$ cat src/rtl/pin_mux_pkg.sv
// Shared constants and carrier types for the quad UART pin function mux
`default_nettype none

package pin_mux_pkg;

  // ************************************************************
  // Sizes
  // ************************************************************
  localparam int NUM_GPIO = 16;
  localparam int NUM_UART = 4;
  localparam int ADDR_W = 8;
  localparam int DATA_W = 32;

  // ************************************************************
  // Register byte offsets
  // ************************************************************
  localparam logic [7:0] OFS_GPIO_MODE = 8'h00;   // 2 bits per pin
  localparam logic [7:0] OFS_GPIO_OUT = 8'h04;    // Output levels
  localparam logic [7:0] OFS_GPIO_IN = 8'h08;     // Synced pin levels
  localparam logic [7:0] OFS_EVENT = 8'h0c;       // Sticky events, W1C
  localparam logic [7:0] OFS_TX_SYNC = 8'h10;     // transmit_sync_control
  localparam logic [7:0] OFS_TIMER_HIGH = 8'h14;  // timer_high_control
  localparam logic [7:0] OFS_CLK_SRC = 8'h18;     // clock_source_select
  localparam logic [7:0] OFS_FLOW_STAT = 8'h1c;   // CTS and RX levels
  localparam logic [7:0] OFS_LINE_CTRL0 = 8'h20;  // line_control, ch n at +4n
  localparam logic [7:0] LINE_CTRL_STRIDE = 8'h04;

  // ************************************************************
  // Field positions
  // ************************************************************
  localparam int OVR_BIT = 7;          // Override enable in control regs
  localparam int CLK_SRC_DIV_BIT = 0;  // 1 selects fractional divider
  localparam int LINE_CTRL_RTS_BIT = 7; // 1 asserts request (pin low)
  localparam int FLOW_RX_POS = 4;      // RX levels above CTS levels

  // Pins that can be taken over by the reference clock or timer
  localparam logic [15:0] REFCLK_PINS = 16'h0111;
  localparam logic [15:0] TIMER_PINS = 16'h0022;

  // ************************************************************
  // Values after reset
  // ************************************************************
  localparam logic [31:0] RST_GPIO_MODE = 32'h0000_0000;
  localparam logic [15:0] RST_GPIO_OUT = 16'h0000;
  localparam logic [7:0] RST_CTRL = 8'h00;
  localparam logic [23:0] RST_PIN_SYNC = 24'hff_0000; // rx,cts idle high
  localparam logic [31:0] RST_RD_DATA = 32'h0000_0000;

  // ************************************************************
  // Types
  // ************************************************************
  typedef enum logic [1:0]
  {
    MODE_INPUT = 2'h0,
    MODE_PUSH_PULL = 2'h1,
    MODE_OPEN_DRAIN = 2'h2,
    MODE_EVENT = 2'h3
  } gpio_mode_t;

  // One register bus request
  typedef struct packed
  {
    logic wr;
    logic rd;
    logic [ADDR_W-1:0] addr;
    logic [DATA_W-1:0] wdata;
  } bus_req_t;

  // Drive of all general-purpose pins
  typedef struct packed
  {
    logic [NUM_GPIO-1:0] level;
    logic [NUM_GPIO-1:0] enable;
  } gpio_drive_t;

endpackage

`default_nettype wire

$ cat src/rtl/quad_uart_pin_function_mux.sv
// Pin function mux for four UART channels and sixteen general pins
//
// Our own choices: the address-and-strobe port and the address map.
`default_nettype none

// Contract
// - Each pin: input, push-pull, open-drain, event
// - Event-mode pin activity raises an event
// - Sync control bit 7 drives reference clock
// - Timer high bit 7 drives timer output
// - Line control bit sets request-to-send level
// - Clock source bit 7 puts clock on RTS
// - Clear-to-send input sampled as flow status
// - Each channel owns its RX and TX
// - Interrupt output low while event pending
// - Reset holds all pins quiet and safe
module quad_uart_pin_function_mux
(
  // Clock and reset
  input wire logic ref_clk,
  input wire logic sys_rst,
  // Register bus
  input wire pin_mux_pkg::bus_req_t bus_req,
  output logic [31:0] rd_data,
  // Internal sources that may be routed to pins
  input wire logic ref_clock_level,
  input wire logic timer_level,
  input wire logic uart_sys_clk_level,
  input wire logic frac_div_level,
  input wire logic [3:0] uart_txd,
  // General-purpose pins
  input wire logic [15:0] gpio_in_pin,
  output pin_mux_pkg::gpio_drive_t gpio_drive,
  // UART pins
  output logic [3:0] tx_pin,
  input wire logic [3:0] rx_pin,
  output logic [3:0] rts_n_pin,
  input wire logic [3:0] cts_n_pin,
  // Toward the UART cores and host
  output logic [3:0] uart_rxd,
  output logic [3:0] cts_active,
  output logic irq_n
);

  // ************************************************************
  // Declarations
  // ************************************************************
  logic [31:0] gpio_mode_reg;    // Per-pin function
  logic [15:0] gpio_out_reg;     // Software output levels
  logic [15:0] event_reg;        // Sticky pin events
  logic [7:0] tx_sync_reg;       // transmit_sync_control
  logic [7:0] timer_high_reg;    // timer_high_control
  logic [7:0] clk_src_reg;       // clock_source_select
  logic [7:0] line_ctrl_reg [4]; // line_control per channel
  logic [23:0] pin_sync;         // {rx, cts_n, gpio} after two flops
  logic [15:0] gpio_sync;        // Synced general pins
  logic [3:0] cts_n_sync;        // Synced clear-to-send
  logic [3:0] rx_sync;           // Synced receive data
  logic [15:0] gpio_prev_reg;    // For edge detection
  logic [15:0] event_set;        // New events this cycle
  logic [15:0] event_clr;        // Software clear this cycle
  pin_mux_pkg::gpio_drive_t drive_next;
  logic [3:0] rts_next;
  logic [31:0] rd_data_next;

  // ************************************************************
  // Functions
  // ************************************************************
  // Function of one pin from the mode word
  function automatic pin_mux_pkg::gpio_mode_t mode_of(
    input logic [31:0] modes, input int pin);
    mode_of = pin_mux_pkg::gpio_mode_t'(modes[2*pin +: 2]);
  endfunction

  // Byte offset of a channel's line control register
  function automatic logic [7:0] line_ofs(input int ch);
    line_ofs = pin_mux_pkg::OFS_LINE_CTRL0
      + 8'(ch * pin_mux_pkg::LINE_CTRL_STRIDE);
  endfunction

  // ************************************************************
  // Pin input synchronisers
  // ************************************************************
  sync_bits
  #(
    .WIDTH(24),
    .RESET_VALUE(pin_mux_pkg::RST_PIN_SYNC)
  )
  u_pin_sync
  (
    .ref_clk(ref_clk),
    .sys_rst(sys_rst),
    .async_in({rx_pin, cts_n_pin, gpio_in_pin}),
    .sync_out(pin_sync)
  );

  assign gpio_sync = pin_sync[15:0];
  assign cts_n_sync = pin_sync[19:16];
  assign rx_sync = pin_sync[23:20];

  // ************************************************************
  // Control registers
  // ************************************************************
  // Software writes; reset leaves every pin an input, no override
  always_ff @(posedge ref_clk)
  begin
    if (sys_rst)
    begin
      gpio_mode_reg <= pin_mux_pkg::RST_GPIO_MODE;
      gpio_out_reg <= pin_mux_pkg::RST_GPIO_OUT;
      tx_sync_reg <= pin_mux_pkg::RST_CTRL;
      timer_high_reg <= pin_mux_pkg::RST_CTRL;
      clk_src_reg <= pin_mux_pkg::RST_CTRL;
      for (int c = 0; c < pin_mux_pkg::NUM_UART; c++)
      begin
        line_ctrl_reg[c] <= pin_mux_pkg::RST_CTRL;
      end
    end
    else if (bus_req.wr)
    begin
      // Address decode
      if (bus_req.addr == pin_mux_pkg::OFS_GPIO_MODE)
      begin
        gpio_mode_reg <= bus_req.wdata;
      end
      else if (bus_req.addr == pin_mux_pkg::OFS_GPIO_OUT)
      begin
        gpio_out_reg <= bus_req.wdata[15:0];
      end
      else if (bus_req.addr == pin_mux_pkg::OFS_TX_SYNC)
      begin
        tx_sync_reg <= bus_req.wdata[7:0];
      end
      else if (bus_req.addr == pin_mux_pkg::OFS_TIMER_HIGH)
      begin
        timer_high_reg <= bus_req.wdata[7:0];
      end
      else if (bus_req.addr == pin_mux_pkg::OFS_CLK_SRC)
      begin
        clk_src_reg <= bus_req.wdata[7:0];
      end
      else
      begin
        // Line control, or an unmapped write which is dropped
        for (int c = 0; c < pin_mux_pkg::NUM_UART; c++)
        begin
          if (bus_req.addr == line_ofs(c))
          begin
            line_ctrl_reg[c] <= bus_req.wdata[7:0];
          end
        end
      end
    end
  end

  // ************************************************************
  // Pin events
  // ************************************************************
  // Any edge on an event-mode pin counts as activity
  always_comb
  begin
    event_set = '0;
    for (int i = 0; i < pin_mux_pkg::NUM_GPIO; i++)
    begin
      if (mode_of(gpio_mode_reg, i) == pin_mux_pkg::MODE_EVENT)
      begin
        event_set[i] = gpio_sync[i] ^ gpio_prev_reg[i];
      end
    end
  end

  // Write one to clear
  assign event_clr = (bus_req.wr && bus_req.addr == pin_mux_pkg::OFS_EVENT)
    ? bus_req.wdata[15:0] : 16'h0000;

  // Previous synced level, so edges compare stable samples
  always_ff @(posedge ref_clk)
  begin
    if (sys_rst)
    begin
      gpio_prev_reg <= pin_mux_pkg::RST_PIN_SYNC[15:0];
    end
    else
    begin
      gpio_prev_reg <= gpio_sync;
    end
  end

  // Sticky flags; a set in the clearing cycle wins
  always_ff @(posedge ref_clk)
  begin
    if (sys_rst)
    begin
      event_reg <= '0;
    end
    else
    begin
      event_reg <= (event_reg & ~event_clr) | event_set;
    end
  end

  // Interrupt line follows pending flags one cycle later
  always_ff @(posedge ref_clk)
  begin
    if (sys_rst)
    begin
      irq_n <= 1'b1;
    end
    else
    begin
      irq_n <= ~(|event_reg);
    end
  end

  // ************************************************************
  // General pin drive
  // ************************************************************
  // Overrides beat the configured function, purely combinational
  // so clearing one restores the pin at the very next edge
  always_comb
  begin
    drive_next = '0;
    for (int i = 0; i < pin_mux_pkg::NUM_GPIO; i++)
    begin
      case (mode_of(gpio_mode_reg, i))
        pin_mux_pkg::MODE_PUSH_PULL:
        begin
          drive_next.level[i] = gpio_out_reg[i];
          drive_next.enable[i] = 1'b1;
        end
        pin_mux_pkg::MODE_OPEN_DRAIN:
        begin
          // Only pulls low; a high is left to the pull resistor
          drive_next.level[i] = 1'b0;
          drive_next.enable[i] = ~gpio_out_reg[i];
        end
        default:
        begin
          // Input and event pins stay undriven
          drive_next.level[i] = 1'b0;
          drive_next.enable[i] = 1'b0;
        end
      endcase
      if (tx_sync_reg[pin_mux_pkg::OVR_BIT] && pin_mux_pkg::REFCLK_PINS[i])
      begin
        drive_next.level[i] = ref_clock_level;
        drive_next.enable[i] = 1'b1;
      end
      if (timer_high_reg[pin_mux_pkg::OVR_BIT] && pin_mux_pkg::TIMER_PINS[i])
      begin
        drive_next.level[i] = timer_level;
        drive_next.enable[i] = 1'b1;
      end
    end
  end

  // ************************************************************
  // UART pins
  // ************************************************************
  // Request-to-send: software level or a routed clock
  always_comb
  begin
    for (int c = 0; c < pin_mux_pkg::NUM_UART; c++)
    begin
      if (clk_src_reg[pin_mux_pkg::OVR_BIT])
      begin
        rts_next[c] = clk_src_reg[pin_mux_pkg::CLK_SRC_DIV_BIT]
          ? frac_div_level : uart_sys_clk_level;
      end
      else
      begin
        rts_next[c] = ~line_ctrl_reg[c][pin_mux_pkg::LINE_CTRL_RTS_BIT];
      end
    end
  end

  // All pin-side outputs registered; reset parks them idle
  always_ff @(posedge ref_clk)
  begin
    if (sys_rst)
    begin
      gpio_drive <= '0;
      rts_n_pin <= 4'hf;
      tx_pin <= 4'hf;
      uart_rxd <= 4'hf;
      cts_active <= 4'h0;
    end
    else
    begin
      gpio_drive <= drive_next;
      rts_n_pin <= rts_next;
      tx_pin <= uart_txd;
      uart_rxd <= rx_sync;
      cts_active <= ~cts_n_sync;
    end
  end

  // ************************************************************
  // Register read
  // ************************************************************
  always_comb
  begin
    rd_data_next = pin_mux_pkg::RST_RD_DATA;
    if (!bus_req.rd)
    begin
      rd_data_next = pin_mux_pkg::RST_RD_DATA;
    end
    else if (bus_req.addr == pin_mux_pkg::OFS_GPIO_MODE)
    begin
      rd_data_next = gpio_mode_reg;
    end
    else if (bus_req.addr == pin_mux_pkg::OFS_GPIO_OUT)
    begin
      rd_data_next = {16'h0000, gpio_out_reg};
    end
    else if (bus_req.addr == pin_mux_pkg::OFS_GPIO_IN)
    begin
      rd_data_next = {16'h0000, gpio_sync};
    end
    else if (bus_req.addr == pin_mux_pkg::OFS_EVENT)
    begin
      rd_data_next = {16'h0000, event_reg};
    end
    else if (bus_req.addr == pin_mux_pkg::OFS_TX_SYNC)
    begin
      rd_data_next = {24'h00_0000, tx_sync_reg};
    end
    else if (bus_req.addr == pin_mux_pkg::OFS_TIMER_HIGH)
    begin
      rd_data_next = {24'h00_0000, timer_high_reg};
    end
    else if (bus_req.addr == pin_mux_pkg::OFS_CLK_SRC)
    begin
      rd_data_next = {24'h00_0000, clk_src_reg};
    end
    else if (bus_req.addr == pin_mux_pkg::OFS_FLOW_STAT)
    begin
      rd_data_next = {24'h00_0000, rx_sync, cts_n_sync};
    end
    else
    begin
      // Line control, unmapped reads return zero
      for (int c = 0; c < pin_mux_pkg::NUM_UART; c++)
      begin
        if (bus_req.addr == line_ofs(c))
        begin
          rd_data_next = {24'h00_0000, line_ctrl_reg[c]};
        end
      end
    end
  end

  // Read data valid only in the cycle after the strobe
  always_ff @(posedge ref_clk)
  begin
    if (sys_rst)
    begin
      rd_data <= pin_mux_pkg::RST_RD_DATA;
    end
    else
    begin
      rd_data <= rd_data_next;
    end
  end
endmodule

`default_nettype wire

$ cat src/rtl/sync_bits.sv
// Two-flop synchroniser for a vector of pin levels
`default_nettype none

module sync_bits
#(
  parameter int WIDTH = 24,
  parameter logic [WIDTH-1:0] RESET_VALUE = '0
)
(
  // Clock and reset
  input wire logic ref_clk,
  input wire logic sys_rst,
  // Levels in and out
  input wire logic [WIDTH-1:0] async_in,
  output logic [WIDTH-1:0] sync_out
);

  // First stage, read only by the second
  logic [WIDTH-1:0] meta_reg;

  // ************************************************************
  // Two stages
  // ************************************************************
  // Reset to the idle level so no false edge appears after release
  always_ff @(posedge ref_clk)
  begin
    if (sys_rst)
    begin
      meta_reg <= RESET_VALUE;
      sync_out <= RESET_VALUE;
    end
    else
    begin
      meta_reg <= async_in;
      sync_out <= meta_reg;
    end
  end

endmodule

`default_nettype wire

$ cat config.mk
export PLATFORM = sky130hd
export DESIGN_NAME = quad_uart_pin_function_mux
export DESIGN_NICKNAME = d
export VERILOG_FILES = /design/src/rtl/pin_mux_pkg.sv /design/src/rtl/quad_uart_pin_function_mux.sv /design/src/rtl/sync_bits.sv
export SDC_FILE = /design/constraint.sdc
export NUM_CORES = 1
export LEC_CHECK = 0
export ABC_AREA = 1
export BUFFER_PORTS_ARGS = -buffer_cell sky130_fd_sc_hd__buf_2
export CORE_MARGIN = 2
export CORE_UTILIZATION = 35
export CTS_CLUSTER_SIZE = 14
export DETAILED_ROUTE_END_ITERATION = 10
export SKIP_LAST_GASP = 1
export SYNTH_ARGS = -nofsm -noshare
export SYNTH_HDL_FRONTEND = slang
export SYNTH_SLANG_ARGS = --single-unit
$ cat constraint.sdc
create_clock -name ref_clk -period 2 [get_ports ref_clk]
set_input_delay 0.3 -clock ref_clk [delete_from_list [all_inputs] [get_ports ref_clk]]
set_output_delay 0.3 -clock ref_clk [all_outputs]
set_load 0.05 [all_outputs]
Yosys cells after proc, flatten, opt, wreduce, memory -nomap -nowiden
Memories as Yosys holds them, arrays and structs flattened.
Index checks and enable logic that the tools add are counted.
Widths: inputs -> output; s select.
{"block": "totals", "elab_cells": 276, "out_inout_bits": 81, "in_bits": 76, "ff_bits": 233, "memories": 1, "ram_bits": 32}
{"block": "classes", "n_reduce_logical": 20, "bitwise_logic": 61, "eq_ne": 59, "mux": 107}
{"memory": "line_ctrl_reg", "depth": 4, "word_bits": 8, "read_ports": 4, "rd_clocked_by_memory_dff": 0, "wr": 4, "line_no": "quad_uart_pin_function_mux.sv:54", "rtl": "logic [7:0] line_ctrl_reg [4];"}
{"operator": "$mux 32", "count": 11}
{"operator": "$mux 1", "count": 74}
{"operator": "$eq 2x2->1 const B", "count": 32}
{"operator": "$mux 8", "count": 5}
{"operator": "$not 1->1", "count": 37}
{"operator": "$eq 2x1->1 const B", "count": 16}
{"operator": "$eq 8x5->1 const B", "count": 4}
{"operator": "$eq 8x6->1 const B", "count": 4}
{"operator": "$pmux 1 s2", "count": 16}
{"operator": "$reduce_or 2->1", "count": 12}
{"operator": "$and 16x16->16", "count": 1}
{"operator": "$eq 8x4->1 const B", "count": 2}
{"operator": "$mux 16", "count": 1}
{"operator": "$not 16->16", "count": 1}
{"operator": "$or 16x16->16", "count": 1}
{"operator": "$reduce_or 16->1", "count": 1}
{"operator": "$xor 1x1->1", "count": 16}
{"operator": "$eq 8x3->1 const B", "count": 1}
{"operator": "$logic_not 8->1", "count": 1}
{"operator": "$reduce_and 6->1", "count": 1}
{"operator": "$reduce_and 5->1", "count": 1}
{"operator": "$not 4->4", "count": 1}
{"operator": "$or 1x1->1", "count": 4}
{"operator": "$reduce_and 4->1", "count": 1}
{"operator": "other kinds (3)", "count": 3}

Logic depth before layout (Yosys ltp)
{"block": "depth", "ltp_word": 13, "depth_mapped": 13, "ltp_nobuf": 11}

By module
Synthesis repeated with hierarchy kept, for this count alone.
{"block": "unflattened", "hier_cells": 1201, "hier_area_um2": 10322.4}
{"module": "quad_uart_pin_function_mux", "area_each_um2": 8933.6, "cells_each": 1051, "seq_area_each_um2": 4664.5, "n_inst": 1}
{"module": "sync_bits", "area_each_um2": 1388.8, "cells_each": 150, "seq_area_each_um2": 960.9, "n_inst": 1}

Least setup slack after synthesis
No wires, ideal clock.
{"block": "synth_timing", "path_type": "input-to-reg", "startpoint": "input bus_req[36] (netlist name)", "endpoint": "memory line_ctrl_reg[2][0] (enable)", "path_slack_ps": 38, "arrival_ps": 1577, "n_path_buf": 1, "setup_time_ps": 384, "path_stages": 6, "required_time_ps": 1616, "cell_sequence": "inv_1 > nand2_1 > nor2_1 > buf_2 > nand2_1 > o21ai_0"}
{"element": "start: declaration", "line_no": "quad_uart_pin_function_mux.sv:23", "rtl": "input wire pin_mux_pkg::bus_req_t bus_req,"}
{"element": "end: declaration", "line_no": "quad_uart_pin_function_mux.sv:54"}

Worst setup path after layout
{"block": "layout_timing", "startpoint": "register rd_data[3]", "endpoint": "output rd_data[3]"}
{"element": "start: declaration", "line_no": "quad_uart_pin_function_mux.sv:24", "rtl": "output logic [31:0] rd_data,"}
{"element": "start signal: assignment", "line_no": "quad_uart_pin_function_mux.sv:358", "rtl": "rd_data <= pin_mux_pkg::RST_RD_DATA;"}
{"element": "start signal: assignment", "line_no": "quad_uart_pin_function_mux.sv:362", "rtl": "rd_data <= rd_data_next;"}
No word-level cell between the ends.

==> flow_metrics.tcl <==
set metrics [dict create \
    netlist_instances 1200 \
    final_util 0.4462 \
    slowest_stage "dfxtp_1" \
    seqCellArea_mm2 0.005625 \
    pin_count 157 \
    path_clk_slew_ns 0.07 \
    drt.antenna.violating_nets 0 \
    hold_viol 0 \
    yosysTopAreaCell "dfxtp_1" \
    area_delta_synth_final_pct 25.35 \
    grt_first_pass_wirelength_mm 43.45 \
    io_buffers 156 \
    start_util 0.3560 \
    layout.nets 1523 \
    fillerInstances 2860 \
    ys_warn_count 0 \
    status "complete, no violations" \
    syn_nets 1324 \
    htreeDepth 1 \
    cp-start-kind "register" \
    crit_type "reg2out" \
    clk_path_buf_depth 3 \
    wl_per_cell_um 15.44 \
    fin_total_pwr_mw 11.39 \
    hpwlAfterDp_mm 19.86 \
    drt_iter0_markers 600 \
    gr-total-overflow 0 \
    cts_tree "built" \
    ys_top_cells_by_area "dfxtp_1 46%, edfxtp_1 9.4%, a21oi_1 6.4%, ha_1 5.9%, nor2_1 5.8%" \
    worst_pin_slew_ns 0.6283 \
    antenna_found_initial 0 \
    worst-endpoint-required_ns 1.70 \
    fin_skew_ns 0.01237 \
    path_buf_inv 1 \
    maxSlewViolCount 0 \
    cpPeakStageDelay_ns 0.36 \
    post-route-drc-count 0 \
    cts_made_buffers 28 \
    period_share 0.7398 \
    arrival_ns 1.18 \
    drive_above_1_share 0.2041 \
    p_leak_nw 5.627 \
    synth_area_per_cell_um2 8.537 \
    path_cells "buf_2" \
    power.density_mw_per_mm2 886.6 \
    routed_wl_mm 27.87 \
    vdd_ir_drop_max_v 0.0005727 \
    final_cell_mix "233 x dfxtp_1, 158 x nor2_1, 156 x inv_1, 155 x buf_2, 145 x nand2_1" \
    relSlewSlack 0.5811 \
    multi_input_area_mm2 0.003785 \
    first_global_vias 7914 \
    max-cap-violations 0 \
    insertion_delay_ns 0.54 \
    cts_sinks 265 \
    grt_setup_unrepaired "no" \
    min_period_ns 1.480 \
    fmax_mhz 675.8 \
    grt_max_degree 130 \
    die_x_um 175.1 \
    vias 8287 \
    rrSetupSlack_ns 0.71 \
    track_usage 0.1798 \
    final_common_cell "dfxtp_1" \
    n_antenna_cell 0 \
    ys_ff_latch 265 \
    drt-vias-per-instance 4.591 \
    synth_area_mm2 0.01024 \
    tns_ns 0 \
    cts_setup_buffers 0 \
    ys_seq_area_frac 0.5491 \
    die_h_um 175.1 \
    dieArea_mm2 0.03065 \
    end_kind "primary output" \
    crit_fanout 1 \
    setup_viol_count_final 0 \
    place_congestion 0.8586 \
    ys_types 31 \
    hold_path.class "in2reg" \
    critPathTopFamily "flip-flops" \
    clockRootBuffer "clkbuf_16" \
    core_area_mm2 0.02878 \
    drtPass1Iterations 5 \
    rows 62 \
    synth_top_cell_area_share 0.4553 \
]
## layer usage
metal,GRT usage,wire length (um),vias up
li1,-,-,4234
met1,0.2511,13250,3813
met2,0.2913,12620,198
met3,0.02502,1346,42
met4,0.04896,646,0
met5,0,0,-
## synth_stat cells
| library cell | count |
|---|---|
| or2_2 | 31 |
| nand2_1 | 145 |
| o21bai_1 | 4 |
| clkinv_2 | 1 |
| nor3_2 | 1 |
| a41oi_1 | 8 |
| inv_1 | 157 |
| inv_2 | 5 |
| nor3_1 | 12 |
| o22ai_1 | 5 |
| xor2_1 | 9 |
| nand2_4 | 1 |
| nor2_4 | 1 |
| buf_2 | 12 |
| clkbuf_1 | 32 |
| nor2_1 | 158 |
| nand2_2 | 7 |
| nor2_2 | 5 |
| ha_1 | 48 |
| buf_6 | 1 |
| o21ai_0 | 95 |
| nand3_1 | 35 |
| edfxtp_1 | 32 |
| clkinv_1 | 1 |
| nand3_2 | 2 |
| nand4_1 | 19 |
| buf_1 | 1 |
| a21oi_1 | 132 |
| buf_4 | 3 |
| dfxtp_1 | 233 |
| nor4_1 | 4 |
## logic make-up (layout without fill, tap and decap cells)
group,count (synthesis),in the layout,synth area share
AO/OA/AOI/OAI,244,244,0.1237
XOR/XNOR,9,9,0.007695
AND/OR/NAND/NOR,421,421,0.1794
buffers and inverters,213,434,0.08146
flip-flops,265,265,0.5491
adder cells (fa/ha/maj),48,48,0.05862
## final timing paths
kind,depth (start not counted),to,from
max,1,rd_data[3],rd_data[3]$_SDFF_PP0_
min,3,gpio_mode_reg[15]$_SDFFE_PP0P_,bus_req[15]
max reg2reg,6,gpio_drive[1]$_SDFF_PP0_,gpio_mode_reg[2]$_SDFFE_PP0P_
min reg2reg,2,u_pin_sync.sync_out[4]$_SDFF_PP0_,u_pin_sync.meta_reg[4]$_SDFF_PP0_
## per-stage QoR
step / worst slack (ns) / hold slack [ns] / cells / instance area [um^2]
2_1_floorplan: 0.03848 / 0.3883 / 1200 / 10240
3_3_place_gp: 0.07400 / 0.3931 / 1725 / 11610
3_5_place_dp: 0.09198 / 0.3932 / 1725 / 11610
4_1_cts: 0.5032 / 0.003560 / 1805 / 12840
5_1_grt: 0.4730 / 0.01419 / 1805 / 12840
6_report: 0.5203 / 0.02395 / 1805 / 12840
## repair_timing
action | 4_1_cts | 5_1_grt
gates resized for setup | 0 | 0
hold buffers | 28 | 0
hold endpoints to repair | 28 | 0
endpoints found under the setup margin | 0 | 0
## power breakdown
| part | internal [mW] | total [mW] | leakage, nW | switching (mW) |
|---|---|---|---|---|
| clock network | 3.24 | 5.35 | 0.477 | 2.11 |
| registers | 5.48 | 5.53 | 2.20 | 0.0441 |
| logic | 0.189 | 0.507 | 2.96 | 0.318 |
| total | 8.91 | 11.4 | 5.63 | 2.48 |
## area by class of cell
cell class / instances / area share
flip-flops and latches: 265 / 0.4380
multi-input cells: 722 / 0.2947
repair buffers: 218 / 0.1076
clock buffers: 37 / 0.06041
inverters: 164 / 0.04803
well taps: 384 / 0.03741
clock inverters: 15 / 0.01383
No activity file was read; power rests on OpenSTA's default activity.
